### config.mk
export PLATFORM = sky130hd
export DESIGN_NAME = clc_chan_check
export DESIGN_NICKNAME = d
export VERILOG_FILES = /design/src/common/clc_pkg.sv /design/src/clc_chan_check.sv
export SDC_FILE = /design/constraint.sdc
export NUM_CORES = 1
export LEC_CHECK = 0
export BUFFER_PORTS_ARGS = -buffer_cell sky130_fd_sc_hd__buf_4
export CORE_AREA = 2 2 41 43
export DETAILED_ROUTE_END_ITERATION = 10
export DIE_AREA = 0 0 43 45
export HOLD_SLACK_MARGIN = 0.12
export PLACE_DENSITY = 0.66
export SYNTH_ARGS = -nofsm -noshare
export SYNTH_HDL_FRONTEND = slang
export SYNTH_SLANG_ARGS = --single-unit
### constraint.sdc
create_clock -name ref_clk_in -period 0.8 [get_ports ref_clk_in]
set_clock_uncertainty 0.15 [all_clocks]
set_input_delay 0.08 -clock ref_clk_in [delete_from_list [all_inputs] [get_ports ref_clk_in]]
set_output_delay 0.08 -clock ref_clk_in [all_outputs]
set_load 0.01 [all_outputs]
### src/common/clc_pkg.sv
// constants and types of the channel limit checker
// assumes one 125 MHz clock and a plain register port
package clc_pkg;
  localparam int NCH      = 4;
  localparam int ADDR_W   = 6;
  localparam int DATA_W   = 32;
  localparam int CODE_W   = 8;
  localparam int SAMPLE_W = 16;
  localparam int RANGE_W  = 3;
  localparam int TRIG_W   = 3;
  localparam int ERR_W    = 3;
  localparam int QUES_W   = 16;

  // register index, address is {index, channel}
  localparam logic [3:0] REG_LOWER_DATA = 4'h0;
  localparam logic [3:0] REG_UPPER_DATA = 4'h1;
  localparam logic [3:0] REG_LOWER_EN   = 4'h2;
  localparam logic [3:0] REG_UPPER_EN   = 4'h3;
  localparam logic [3:0] REG_FAIL       = 4'h4;
  localparam logic [3:0] REG_RANGE      = 4'h5;
  localparam logic [3:0] REG_LOWER_LIM  = 4'h6;
  localparam logic [3:0] REG_UPPER_LIM  = 4'h7;
  localparam logic [3:0] REG_ERROR      = 4'h8;
  localparam logic [3:0] REG_TRIG       = 4'h9;
  localparam logic [3:0] REG_QUES       = 4'ha;
  localparam logic [3:0] REG_QUES_MASK  = 4'hb;

  // limit codes in steps of the present range, step = full scale / 128
  localparam logic signed [CODE_W-1:0] LOWER_MIN   = 8'sh81;
  localparam logic signed [CODE_W-1:0] LOWER_MAX   = 8'sh7e;
  localparam logic signed [CODE_W-1:0] UPPER_MIN   = 8'sh81;
  localparam logic signed [CODE_W-1:0] UPPER_MAX   = 8'sh7f;
  localparam logic signed [CODE_W-1:0] LOWER_RESET = 8'sh81;
  localparam logic signed [CODE_W-1:0] UPPER_RESET = 8'sh7e;
  localparam int                       CODE_SHIFT  = 8;

  // write data option field
  localparam int         OPT_LSB   = 16;
  localparam logic [1:0] OPT_VALUE = 2'h0;
  localparam logic [1:0] OPT_MIN   = 2'h1;
  localparam logic [1:0] OPT_MAX   = 2'h2;

  localparam int ERR_BOUND    = 0;
  localparam int ERR_CONFLICT = 1;
  localparam int ERR_BUSY     = 2;

  localparam int QUES_LOWER_BIT = 9;
  localparam int QUES_UPPER_BIT = 10;

  localparam logic [RANGE_W-1:0] RANGE_RESET = 3'h6;
  localparam logic [TRIG_W-1:0]  TRIG_RESET  = 3'h0;
  localparam logic [QUES_W-1:0]  QUES_MASK_RESET = 16'h0000;

  typedef struct packed {
    logic                       valid;
    logic signed [SAMPLE_W-1:0] value;
  } clc_sample_type;
endpackage

### src/clc_chan_check.sv
// per-channel sample compare and fail flag
// assumes samples and measurement start synchronous to ref_clk_in
`timescale 1ns/10ps
module clc_chan_check
  import clc_pkg::*;
(
  input  wire logic                     ref_clk_in,
  input  wire logic                     reset_n_in,
  input  wire logic                     measure_start_in,
  input  wire clc_sample_type           sample_in,
  input  wire logic                     lower_en_in,
  input  wire logic                     upper_en_in,
  input  wire logic signed [CODE_W-1:0] lower_code_in,
  input  wire logic signed [CODE_W-1:0] upper_code_in,
  output logic                          fail_out
);
  logic                       next_fail;
  logic signed [SAMPLE_W-1:0] lower_thr;
  logic signed [SAMPLE_W-1:0] upper_thr;
  logic                       below;
  logic                       above;

  always_comb begin
    lower_thr = SAMPLE_W'(lower_code_in) <<< CODE_SHIFT;
    upper_thr = SAMPLE_W'(upper_code_in) <<< CODE_SHIFT;
    below     = sample_in.valid && lower_en_in && (sample_in.value < lower_thr);
    above     = sample_in.valid && upper_en_in && (sample_in.value > upper_thr);
    next_fail = measure_start_in ? 1'b0 : fail_out;
    if (below || above) begin
      next_fail = 1'b1;
    end
  end

  always_ff @(posedge ref_clk_in or negedge reset_n_in) begin
    if (!reset_n_in) begin
      fail_out <= 1'b0;
    end else begin
      fail_out <= next_fail;
    end
  end

  a_fail_clears_start: assert property (@(posedge ref_clk_in) disable iff (!reset_n_in)
    measure_start_in && !sample_in.valid |=> !fail_out)
    else $error("fail flag not cleared at measurement start");
  a_fail_holds_on: assert property (@(posedge ref_clk_in) disable iff (!reset_n_in)
    fail_out && !measure_start_in |=> fail_out)
    else $error("fail flag dropped within a measurement");
  a_lower_crossing_sets: assert property (@(posedge ref_clk_in) disable iff (!reset_n_in)
    sample_in.valid && lower_en_in && (sample_in.value < $signed({lower_code_in, 8'h00})) |=> fail_out)
    else $error("lower crossing did not set fail");
  a_upper_crossing_sets: assert property (@(posedge ref_clk_in) disable iff (!reset_n_in)
    sample_in.valid && upper_en_in && (sample_in.value > $signed({upper_code_in, 8'h00})) |=> fail_out)
    else $error("upper crossing did not set fail");
endmodule

# == After elaboration in Yosys (flattened, before gate mapping) ==
# Index checks and enable logic that the tools add are counted.
# op_classes
n_lt_le_gt_ge,2
mux,2
reduce_logical,6
# op_table
op,count
$gt A16 B16 Y1,1
$lt A16 B16 Y1,1
$logic_and A1 B1 Y1,4
$mux W1,2
$reduce_bool A2 Y1,1
$logic_or A1 B1 Y1,1
# totals
register_bits,1
input_bits,38
output_inout_bits,1
word_cells,11

# == Logic depth before layout (Yosys ltp) ==
# Gate-level depths: netlist of run 1.
# depth
word_depth,4
depth_mapped,7
mapped_depth_nobuf,7

# == Worst setup path before layout of run 1 ==
# OpenSTA, ideal clock, no wires.
# synth_path
path_kind,input to register
from,input sample_in[4] in the netlist's numbering
to,register fail_out
setup_ps,138
t_arrival_ps,1068
required_time_ps,512
slack_ps,-556
stages,5
path_buffers,0
cell_sequence,or4_1 -> nor4_1 -> nor2_1 -> o21ai_1 -> o2111ai_1
# synth_via
elab_chain_cells,4
elab_cells_between_ends,7
cone_classes,2 x order compare; 1 x mux; 4 x reduce/logical
# synth_rtl
item,line,rtl
start: declaration,clc_chan_check.sv:10,"input wire clc_sample_type sample_in,"
$lt A16 B16 Y1 or $gt A16 B16 Y1 (tied branches),"clc_chan_check.sv:26, clc_chan_check.sv:27",
$logic_and A1 B1 Y1 (on tied branches),"clc_chan_check.sv:26, clc_chan_check.sv:27",
$logic_or A1 B1 Y1 (*),clc_chan_check.sv:29,if (below || above) begin
$mux W1 or $reduce_bool A2 Y1 (tied branches),--,
end signal: assignment,clc_chan_check.sv:38,fail_out <= next_fail;
end: declaration,clc_chan_check.sv:15,output logic fail_out
# Every way passes the cells marked *; elsewhere a longest branch is shown, timed or not.
# A chain may end at the register's enable or synchronous reset.

# == Final worst setup path of run 1 ==
# layout_path
from,input sample_in[1] in the netlist's numbering
to,register fail_out
# The elaborated chain is that of the path after synthesis.

==> results.md, run 1 <==
* Post-synthesis cell type with the largest combined area: sky130_fd_sc_hd__ha_1
* Critical path arrival at 1250 ps
* Crit path setup slack, layout at -736 ps
* Number of antenna violations at the first check in global routing at 0
* Global-route wire length before repair at 2.19 mm
* Yosys warning count at 0
* Met1 routed wirelength after detailed routing at 525 µm
* Largest register by flop count: fail_out
* Hold Crit Class: input port to asynchronous set/reset pin
* Total standard cell area after synthesis at 453 µm²
* Combinational cell fraction of total power at 86.4%
* Number of flops mapped to enable cells by yosys at 0
* Nature of the critical path startpoint: input port
* Psw at 152 µW
* Final hold slack at 253 ps
* Vias in the first global route at 602
* Overall Power at 491 µW
* GRT Total Usage at 13.7%
* Detailed placement HPWL at 1.17 mm
* Unrepaired setup endpoints after global routing: true
* Internal power at 339 µW
* Area inside the core boundary at 0.00147 mm²
* Die width at 43 µm
* Congestion Overflow GR at 0
* I/O pin cnt at 39
* Initial Utilization at 30.8%
* Start-to-end type of the worst setup path: input port to flip-flop
* Sw Share at 31.0%
* Post-synthesis instance total at 61
* Total Nets Final at 168
* Via density at 4.66
* Initial DRC Count at 0
* Sequential area share after synthesis at 5.52%
* Wirelength per Cell at 10.0 µm
* Fraction of power consumed by sequential logic at 13.6%
* Share of flip-flops with an asynchronous set or reset at 100%
* Post-route DRC violation count at 0
* Critical-path maximum fanout at 1
* Ratio of cells with drive above 1 in the final layout at 47.8%
* Pre-Repair DR Iteration Count at 1
* Count of different cell masters after synthesis at 19
* Pin count of the biggest net entering global routing at 4
* Synth top area share at 41.4%
* Worst EP required at 510 ps
* # Max-Cap Violations at 0
* Pins over their slew limit at 0
* Worst slew pin tran at 216 ps
* Port Buffers at 38
* Tightest slew margin relative to the limit at 85.4%
* Result of the run: finished, violations left
* Post-route clock period utilization at 192%
* Maximum frequency from static timing analysis at 651 MHz
* Routed via count at 601
* Max reg flops at 1
* Top cells by area in the synthesized netlist: sky130_fd_sc_hd__ha_1 41%, sky130_fd_sc_hd__inv_1 15%, sky130_fd_sc_hd__dfrtp_1 5.5%, sky130_fd_sc_hd__a21oi_1 4.4%, sky130_fd_sc_hd__nand4_1 4.1%
* Post-synth top flop: sky130_fd_sc_hd__dfrtp_1
* Violated checks: negative setup slack
* Global placement routability congestion at 0.751
* Uppermost layer routed: met3
* List of most frequent post-synthesis cells: 18 x sky130_fd_sc_hd__inv_1, 15 x sky130_fd_sc_hd__ha_1, 4 x sky130_fd_sc_hd__a21oi_1, 3 x sky130_fd_sc_hd__nand4_1
* Number of placement rows at 14
* Number of placed instances with taps included at 127
* Library cell with the highest instance count after synthesis: sky130_fd_sc_hd__inv_1
* Clock transition at path regs at 0 ps
* Final worst path period need at 1540 ps
* Antenna viol nets, final at 0
* Final count of negative-setup-slack endpoints at 2
* Post-synthesis register bit count at 1
* Die area at 0.00194 mm²
* Routed met2 length at 665 µm
* Final standard cell count with taps included and fillers excluded at 129
* Average footprint of a synthesized cell at 7.43 µm²
* Clock share of power at 0%
* Power per standard cell area at 548 mW/mm²
* Count of final hold-check violations at 0
* Crit path capture type: flip-flop
* Worst vdd rail ir drop at 0.000263 V
* Total wire length after detailed routing at 1.29 mm
* Synthesized netlist net count at 114
* Count of inserted antenna diode cells at 0
* Area overhead of the layout relative to synthesis at 97.8%
* Registers with the highest flip-flop counts: fail_out x1
* Routed met3 length at 103 µm
* Pleak at 0.531 nW
* Clock network latency to the later pin of the worst-skew pair at 0 ps
* Die extent in y at 45 µm
==> final cells by class <==
cell class	instances	area (µm²)
Fill cell	147	576
Timing Repair Buffer	52	404
Multi-Input combinational cell	42	379
Inverter	18	67.6
Sequential cell	1	25.0
Tap cell	16	20.0
==> through the flow <==
stage / cell area (µm²) / setup slack [ps] / TNS, ps / util (%)
2_1_floorplan: 453 / -556 / -556 / -
3_3_place_gp: 848 / -754 / -792 / 57.7
3_5_place_dp: 848 / -740 / -783 / 57.7
4_1_cts: 866 / -740 / -759 / 58.8
5_1_grt: 896 / -794 / -827 / 60.9
6_report: 896 / -736 / -756 / 60.9
==> layout by cell type (no fill, tap or decap), types with 2 or more instances in the layout <==
cell                       instances
sky130_fd_sc_hd__o211ai_1          2
sky130_fd_sc_hd__ha_1             15
sky130_fd_sc_hd__o21a_1            2
sky130_fd_sc_hd__nor2_1            2
sky130_fd_sc_hd__buf_4            48
sky130_fd_sc_hd__a21oi_1           4
sky130_fd_sc_hd__inv_1            18
sky130_fd_sc_hd__o21ai_0           2
sky130_fd_sc_hd__nand4_1           3
sky130_fd_sc_hd__buf_6             3
==> worst paths after layout <==
path,startpoint,to,slack (ps),depth (start not counted)
min,reset_n_in,fail_out,250,2
min in group ref_clk_in,measure_start_in,fail_out,250,4
min reg2reg,fail_out,fail_out,390,2
max in group asynchronous,reset_n_in,fail_out,160,2
max reg2reg,fail_out,fail_out,-140,2
max,sample_in[1],fail_out,-740,6
==> power groups by stage <==
stage / combinational, mW / clock, mW / sequential [mW]
after floorplan: 0.144 / 0 / 0.0694
after global placement: 0.389 / 0 / 0.0647
after detailed placement: 0.400 / 0 / 0.0649
after CTS: 0.418 / 0 / 0.0667
after global routing: 0.479 / 0 / 0.0680
final: 0.424 / 0 / 0.0668
==> layer usage <==
metal,track usage [%],up-vias
met1,17.4,250
met2,27.6,28
met4,0,0
met5,0,-
li1,-,323
met3,0.400,0
==> critical path: stages <==
cell and delay (ps):
sky130_fd_sc_hd__buf_4 110, sky130_fd_sc_hd__or4_4 520, sky130_fd_sc_hd__nor4_4 270, sky130_fd_sc_hd__nor2_1 70, sky130_fd_sc_hd__o21ai_1 90, sky130_fd_sc_hd__o2111ai_1 110
==> logic make-up after synthesis <==
kind of cell               share of synthesized area (%)
AOI/OAI and AO/OA                                   19.9
and+or+nand+nor                                     18.2
DFF                                                 5.52
buffers and inverters                               14.9
adders and majority gates                           41.4
==> timing repair <==
| action | CTS | global route |
|---|---|---|
| resized for setup | 2 | 5 |
| buffers inserted | 0 | 2 |
| pin swaps | 0 | 5 |
| hold buffers | 1 | 0 |
| hold endpoints to repair | 1 | 0 |
| setup endpoints to repair | 2 | 2 |
No activity file was read; power rests on OpenSTA's default activity.
==> run 2, diff against run 1 <==
- ABC_AREA: not set -> 1
- CORE_AREA: 2 2 41 43 -> 2 2 42 44
- DIE_AREA: 0 0 43 45 -> 0 0 44 46
- PLACE_DENSITY: 0.66 -> 0.69
==> run 2 against run 1 <==
The run still ends with negative setup slack left. Total power is 12% higher. Global-route usage down 1.7 points. Combinational power up 14%. Fmax is 19% higher. Largest cell class is now multi-input gates. Critical path type unchanged. Cell count increased by 15%. Register-to-register slack improved by 90 ps. Via count grew 7.8%.
==> results.md, run 2 <==
* Port Buffers at 38 (unchanged)
* Post-synthesis cell type with the largest combined area: sky130_fd_sc_hd__ha_1 (unchanged)
* Register-to-Register Path Depth at 4 (was 2)
* Pleak at 0.544 nW (was 0.531 nW)
* Synthesized netlist net count at 144 (was 114)
* Most frequent cells in the layout: 37 x sky130_fd_sc_hd__buf_4, 22 x sky130_fd_sc_hd__nand2_1, 13 x sky130_fd_sc_hd__inv_1, 13 x sky130_fd_sc_hd__nor2_1, 8 x sky130_fd_sc_hd__ha_4 (was 48 x sky130_fd_sc_hd__buf_4, 18 x sky130_fd_sc_hd__inv_1, 15 x sky130_fd_sc_hd__ha_1)
* Post-route DRC violation count at 0 (unchanged)
* Total Nets Final at 186 (was 168)
* Total standard cell area after synthesis at 529 µm² (was 453 µm²)
* Worst Hold Depth at 4
* Wirelength per Cell at 7.54 µm (was 10.0 µm)
* Largest register by flop count: fail_out (unchanged)
* Count of final hold-check violations at 0 (unchanged)
* Vias in the first global route at 554 (was 602)
* Critical path arrival at 1030 ps (was 1250 ps)
* Hold Crit Class: input port to flip-flop (was input port to asynchronous set/reset pin)
* List of most frequent post-synthesis cells: 24 x sky130_fd_sc_hd__nand2_1, 21 x sky130_fd_sc_hd__inv_1, 15 x sky130_fd_sc_hd__ha_1, 13 x sky130_fd_sc_hd__nor2_1, 5 x sky130_fd_sc_hd__a21oi_1 (was 18 x sky130_fd_sc_hd__inv_1, 15 x sky130_fd_sc_hd__ha_1, 4 x sky130_fd_sc_hd__a21oi_1, 3 x sky130_fd_sc_hd__nand4_1)
* Registers with the highest flip-flop counts: fail_out x1 (unchanged)
* Area inside the core boundary at 0.00161 mm² (was 0.00147 mm²)
* Area overhead of the layout relative to synthesis at 89.4% (was 97.8%)
* Ratio of cells with drive above 1 in the final layout at 49.6% (was 47.8%)
* Fill cell total of the finished layout at 161 (was 147)
* Tightest slew margin relative to the limit at 89.5% (was 85.4%)
* Maximum frequency from static timing analysis at 773 MHz (was 651 MHz)
* Global placement routability congestion at 0.733 (was 0.751)
* Number of placed instances with taps included at 147 (was 127)
* Final standard cell count with taps included and fillers excluded at 148 (was 129)
* Max reg flops at 1 (unchanged)
* Clock network latency to the later pin of the worst-skew pair at 0 ps (about the same)
* Via density at 4.38 (was 4.66)
* Pins over their slew limit at 0 (unchanged)
* Accumulated negative setup slack at -493 ps (was -756 ps)
* Combinational cell fraction of total power at 88.3% (was 86.4%)
* Die area at 0.00202 mm² (was 0.00194 mm²)
* Initial DRC Count at 1 (was 0)
* Start-to-end type of the worst setup path: input port to flip-flop (unchanged)
* Hold EP: fail_out
* Synth top area share at 35.5% (was 41.4%)
* Worst hold start: measure_start_in
* Pre-Repair DR Iteration Count at 2 (was 1)
* Worst slew pin tran at 157 ps (was 216 ps)
* Top cells by area in the synthesized netlist: sky130_fd_sc_hd__ha_1 35%, sky130_fd_sc_hd__nand2_1 17%, sky130_fd_sc_hd__inv_1 15%, sky130_fd_sc_hd__nor2_1 9.2%, sky130_fd_sc_hd__a21oi_1 4.7% (was sky130_fd_sc_hd__ha_1 41%, sky130_fd_sc_hd__inv_1 15%, sky130_fd_sc_hd__dfrtp_1 5.5%, sky130_fd_sc_hd__a21oi_1 4.4%, sky130_fd_sc_hd__nand4_1 4.1%)
* Internal power at 342 µW (was 339 µW)
* Violated checks: negative setup slack (unchanged)
* Final worst path period need at 1290 ps (was 1540 ps)
* GRT Total Usage at 12.0% (was 13.7%)
* Sequential area share after synthesis at 4.73% (was 5.52%)
* Library cell with the highest instance count after synthesis: sky130_fd_sc_hd__nand2_1 (was sky130_fd_sc_hd__inv_1)
* Yosys warning count at 0 (unchanged)
* Commonest non-fill, non-tap cell in the layout: sky130_fd_sc_hd__buf_4 (unchanged)
* Unrepaired setup endpoints after global routing: true (unchanged)
* Number of antenna violations at the first check in global routing at 0 (unchanged)
* Die width at 44 µm (was 43 µm)
* Worst vdd rail ir drop at 0.000256 V (was 0.000263 V)
* Nature of the critical path startpoint: input port (unchanged)
* Sw Share at 37.7% (was 31.0%)
* Critical-path maximum fanout at 2 (was 1)
* Routed via count at 648 (was 601)
* Fraction of power consumed by sequential logic at 11.7% (was 13.6%)
* Die extent in y at 46 µm (was 45 µm)
* Number of flops mapped to enable cells by yosys at 0 (unchanged)
* Worst EP required at 530 ps (was 510 ps)
* Global-route wire length before repair at 1.95 mm (was 2.19 mm)
* Final hold slack at 227 ps (was 253 ps)
* Reg-to-Reg Start: fail_out (unchanged)
* Clock transition at path regs at 0 ps (about the same)
* Total wire length after detailed routing at 1.12 mm (was 1.29 mm)
* Initial Utilization at 32.8% (was 30.8%)
* Psw at 207 µW (was 152 µW)
* Count of inserted antenna diode cells at 0 (unchanged)
* I/O pin cnt at 39 (unchanged)
* Post-synthesis instance total at 91 (was 61)
* Detailed placement HPWL at 1.09 mm (was 1.17 mm)
* Post-synth top flop: sky130_fd_sc_hd__dfrtp_1 (unchanged)
* Post-place setup slack at -577 ps (was -740 ps)
* Average footprint of a synthesized cell at 5.82 µm² (was 7.43 µm²)
* Congestion Overflow GR at 0 (unchanged)
* Share of flip-flops with an asynchronous set or reset at 100% (unchanged)
* Power per standard cell area at 548 mW/mm² (about the same)
* Post-route clock period utilization at 162% (was 192%)
* Clock share of power at 0% (about the same)
* Final count of negative-setup-slack endpoints at 1 (was 2)
* Count of buffers added by post-CTS timing repair for setup at 0 (unchanged)
* # Max-Cap Violations at 0 (unchanged)
* Crit path setup slack, layout at -493 ps (was -736 ps)
* Pin count of the biggest net entering global routing at 5 (was 4)
* Result of the run: finished, violations left (unchanged)
* Fraction of the core area covered by cells at the end of the flow at 62.1% (was 60.9%)
* Antenna viol nets, final at 0 (unchanged)
* Reg-to-reg slack, setup at -50 ps (was -140 ps)
* Post-synthesis register bit count at 1 (unchanged)
* Number of placement rows at 15 (was 14)
* Count of different cell masters after synthesis at 15 (was 19)
* Crit Reg-Reg Endpoint: fail_out (unchanged)
* Crit path capture type: flip-flop (unchanged)
## run 2: cell types whose count changed in the layout (fill, tap and decap cells not counted), moves of 3 or more
cell,delta
sky130_fd_sc_hd__ha_4,+8
sky130_fd_sc_hd__buf_4,-11
sky130_fd_sc_hd__nand2_2,+3
sky130_fd_sc_hd__inv_1,-5
sky130_fd_sc_hd__ha_1,-8
sky130_fd_sc_hd__nand2_1,+22
sky130_fd_sc_hd__inv_2,+6
sky130_fd_sc_hd__nor2_1,+11
sky130_fd_sc_hd__a21oi_2,+3
## run 2: cell families (layout without fill, tap and decap cells)
family / count (synthesis) / in the layout / share of synthesized area, %
AO/OA/AOI/OAI: 6 / 6 / 6.38
adder cells (fa/ha/maj): 15 / 15 / 35.5
buffers and inverters: 24 / 64 / 17.0
flip-flops: 1 / 1 / 4.73
AND/OR/NAND/NOR: 45 / 45 / 36.4
## run 2: stage by stage
| step | power (mW) | cell area, µm² |
|---|---|---|
| 2_1_floorplan | 0.316 | 652 |
| 3_3_place_gp | 0.533 | 966 |
| 3_5_place_dp | 0.543 | 966 |
| 4_1_cts | 0.562 | 1000 |
| 5_1_grt | 0.624 | 1000 |
| 6_report | 0.550 | 1000 |
## run 2: final cells by class
class	count	area (µm²)	share of cell area (%)
inverter	24	115	11.5
sequential	1	25.0	2.50
tap	17	21.3	2.12
multi-input combinational	66	527	52.6
timing repair buffer	40	314	31.3
## run 2: worst max-delay path, stage by stage
cell and delay [ps]:
sky130_fd_sc_hd__buf_8 90, sky130_fd_sc_hd__inv_12 30, sky130_fd_sc_hd__ha_4 230, sky130_fd_sc_hd__a21oi_2 120, sky130_fd_sc_hd__nor2_1 50, sky130_fd_sc_hd__nor2_1 120, sky130_fd_sc_hd__nand3_1 80, sky130_fd_sc_hd__nand2_1 60
sky130_fd_sc_hd__nor2_1 40, sky130_fd_sc_hd__nor2_1 80, sky130_fd_sc_hd__nand2_1 50
## run 2: power groups by stage
| stage | combinational (mW) | clock [mW] | sequential, mW |
|---|---|---|---|
| detailed placement | 0.478 | 0 | 0.0645 |
| finish | 0.485 | 0 | 0.0643 |
| global route | 0.559 | 0 | 0.0655 |
| CTS | 0.498 | 0 | 0.0646 |
| global placement | 0.469 | 0 | 0.0639 |
| floorplan | 0.247 | 0 | 0.0688 |
## run 2: per-layer routing
| layer | wire length (µm) | global-route usage, % |
|---|---|---|
| met2 | 571 | 24.7 |
| met3 | 98 | 0.397 |
| met5 | 0 | 0 |
| met1 | 445 | 14.5 |
| met4 | 0 | 0 |
## run 2: timing repair
action,in CTS,in global routing
pin swaps,9,0
endpoints found under the setup margin,1,1
hold buffers,1,0
cloned,0,0
endpoints found under the hold margin,1,0
gates resized for setup,6,0
## run 2: how the worst max path moves through the flow
stage,cells past startpoint,to,startpoint
2_1_floorplan,10,fail_out,upper_code_in[5]
5_1_grt,11,fail_out,upper_code_in[7]
6_report,11,fail_out,upper_code_in[5]
3_5_place_dp,11,fail_out,upper_code_in[5]
4_1_cts,11,fail_out,sample_in[11]
3_3_place_gp,10,fail_out,upper_code_in[5]
==> run 3, diff against run 2 <==
- CORE_AREA: 2 2 42 44 -> 2 2 46 48
- DIE_AREA: 0 0 44 46 -> 0 0 48 50
- PLACE_DENSITY: 0.69 -> 0.58
==> run 3 against run 2 <==
The flow still finishes with violations (negative setup slack). Cell area is 7.2% higher. Fmax decreased by 4.2%. Global-route usage down 0.37 points. First-iteration DRC count grew to 5.0 times the previous value. Flip-flop and latch count is the same. Total power rose by 8.0%.
==> results.md, run 3 (synthesized netlist as in run 2, its figures left out) <==
* Critical-path maximum fanout at 2 (unchanged)
* Clock network latency to the later pin of the worst-skew pair at 0 ps (about the same)
* Area inside the core boundary at 0.00190 mm² (was 0.00161 mm²)
* Critical path arrival at 1080 ps (was 1030 ps)
* Fill cell total of the finished layout at 193 (was 161)
* Maximum frequency from static timing analysis at 741 MHz (was 773 MHz)
* I/O pin cnt at 39 (unchanged)
* Detailed placement HPWL at 1.26 mm (was 1.09 mm)
* Reg-to-Reg Start: fail_out (unchanged)
* Pre-Repair DR Iteration Count at 2 (unchanged)
* Congestion Overflow GR at 0 (unchanged)
* Placed cell areas at 986 µm² (was 966 µm²)
* Worst slew pin tran at 164 ps (was 157 ps)
* Hold Crit Class: input port to flip-flop (unchanged)
* Post-place setup slack at -585 ps (was -577 ps)
* Die width at 48 µm (was 44 µm)
* Cell type of the slowest stage on the worst timing path: sky130_fd_sc_hd__ha_4 (unchanged)
* Global-route wire length before repair at 2.21 mm (was 1.95 mm)
* Vias in the first global route at 635 (was 554)
* Die extent in y at 50 µm (was 46 µm)
* Number of placement rows at 16 (was 15)
* Largest register by flop count: fail_out (unchanged)
* Pin count of the biggest net entering global routing at 4 (was 5)
* Post-route clock period utilization at 169% (was 162%)
* Unrepaired setup endpoints after global routing: true (unchanged)
* GRT Total Usage at 11.7% (was 12.0%)
* Reg-to-reg slack, setup at -40 ps (was -50 ps)
* Crit path capture type: flip-flop (unchanged)
* Count of final hold-check violations at 0 (unchanged)
* Hold EP: fail_out (unchanged)
* Sequential cell area at 25.0 µm² (unchanged)
* Ratio of cells with drive above 1 in the final layout at 54.1% (was 49.6%)
* Final hold slack at 218 ps (was 227 ps)
* Nature of the critical path startpoint: input port (unchanged)
* Registers with the highest flip-flop counts: fail_out x1 (unchanged)
* Commonest non-fill, non-tap cell in the layout: sky130_fd_sc_hd__buf_4 (unchanged)
* Initial Utilization at 27.8% (was 32.8%)
* Die area at 0.00240 mm² (was 0.00202 mm²)
* Max reg flops at 1 (unchanged)
* # Max-Cap Violations at 0 (unchanged)
* Overall Power at 594 µW (was 550 µW)
* Worst vdd rail ir drop at 0.000241 V (was 0.000256 V)
* Pleak at 0.568 nW (was 0.544 nW)
* Initial DRC Count at 5 (was 1)
* Start-to-end type of the worst setup path: input port to flip-flop (unchanged)
* Total buffers and inverters traversed by the critical path at 3 (was 2)
* Global placement routability congestion at 0.717 (was 0.733)
* Port Buffers at 38 (unchanged)
* Crit Reg-Reg Endpoint: fail_out (unchanged)
* Cell family contributing the most delay on the critical path: simple AND/OR/NAND/NOR gates (unchanged)
* Stage delay of the slowest cell on the critical path at 250 ps (was 230 ps)
* Register-to-Register Path Depth at 4 (unchanged)
* Final count of negative-setup-slack endpoints at 1 (unchanged)
* Pins over their slew limit at 0 (unchanged)
* Wirelength per Cell at 8.39 µm (was 7.54 µm)
* Most frequent cells in the layout: 35 x sky130_fd_sc_hd__buf_4, 22 x sky130_fd_sc_hd__nand2_1, 14 x sky130_fd_sc_hd__inv_1 (was 37 x sky130_fd_sc_hd__buf_4, 22 x sky130_fd_sc_hd__nand2_1, 13 x sky130_fd_sc_hd__inv_1, 13 x sky130_fd_sc_hd__nor2_1, 8 x sky130_fd_sc_hd__ha_4)
* Via density at 4.13 (was 4.38)
* Area overhead of the layout relative to synthesis at 103% (was 89.4%)
* Cell mode on critical path: sky130_fd_sc_hd__nor2_1 (unchanged)
* Post-route DRC violation count at 0 (unchanged)
* Antenna viol nets, final at 0 (unchanged)
* Final worst path period need at 1350 ps (was 1290 ps)
* Violated checks: negative setup slack (unchanged)
* Count of inserted antenna diode cells at 0 (unchanged)
* Result of the run: finished, violations left (unchanged)
* Clock transition at path regs at 0 ps (about the same)
* Worst EP required at 530 ps (about the same)
* Tightest slew margin relative to the limit at 89.0% (was 89.5%)
* Worst hold start: measure_start_in (unchanged)
* Total non-filler cell area in the finished layout at 0.00107 mm² (was 0.00100 mm²)
* Series of cell instances along the critical path: buf_8 > inv_12 > ha_4 > nand4_1 > inv_2 > nand2_2 > a21oi_2 > nor2_1 > nor2_1 > nand2_1 (was buf_8 > inv_12 > ha_4 > a21oi_2 > nor2_1 > nor2_1 > nand3_1 > nand2_1 > nor2_1 > nor2_1 > nand2_1)
* Worst Hold Depth at 4 (unchanged)
* Routed via count at 661 (was 648)
* Total wire length after detailed routing at 1.34 mm (was 1.12 mm)
* Power per standard cell area at 552 mW/mm² (was 548 mW/mm²)
* Footprint of the multi-input gates at 553 µm² (was 527 µm²)
* Total Nets Final at 188 (was 186)
* Crit path setup slack, layout at -549 ps (was -493 ps)
* Number of antenna violations at the first check in global routing at 0 (unchanged)
* Path length in cells of the critical path at 10 (was 11)
## run 3: per-stage QoR
stage          TNS, ps  utilization [%]  instances
3_3_place_gp      -597             51.8        158
2_1_floorplan     -353                -         91
5_1_grt           -640             56.5        160
6_report          -549             56.5        160
3_5_place_dp      -585             51.8        158
4_1_cts           -511             55.7        160
## run 3: final cells by class
class | count | share of cell area (%)
multi-input combinational | 66 | 51.5
sequential | 1 | 2.33
timing repair buffer | 42 | 32.4
inverter | 24 | 10.7
tap | 27 | 3.14
## run 3: how the worst max path moves through the flow
stage	start	endpoint	slack (ps)
floorplan	upper_code_in[5]	fail_out	-350
global placement	upper_code_in[5]	fail_out	-600
detailed placement	upper_code_in[5]	fail_out	-590
CTS	sample_in[13]	fail_out	-510
global route	upper_code_in[5]	fail_out	-640
finish	upper_code_in[5]	fail_out	-550
## run 3: worst reg2reg max path, delay by kind of cell (launching register included)
kind	cells	cell delay (ps)
AND/OR/NAND/NOR	3	170
flip-flops	1	360
buffers and inverters	1	50
## run 3: power by group
part           switching, mW  total [mW]  internal (mW)  leakage (nW)
sequential           0.00463      0.0649         0.0603        0.0120
combinational          0.220       0.529          0.309         0.556
clock                      0           0              0             0
## run 3: per-layer routing
layer / up-vias / GRT usage (%) / share of wire [%]
li1: 362 / - / -
met1: 274 / 14.0 / 41
met2: 25 / 22.9 / 52
met3: 0 / 0.366 / 6.9
met4: 0 / 0 / 0
met5: - / 0 / 0
## run 3: timing repair
item / in CTS / in global routing
resized for setup: 10 / 6
endpoints found under the hold margin: 1 / 0
pin swaps: 21 / 5
hold buffers: 1 / 0
endpoints found under the setup margin: 1 / 1
buffers inserted: 1 / 0
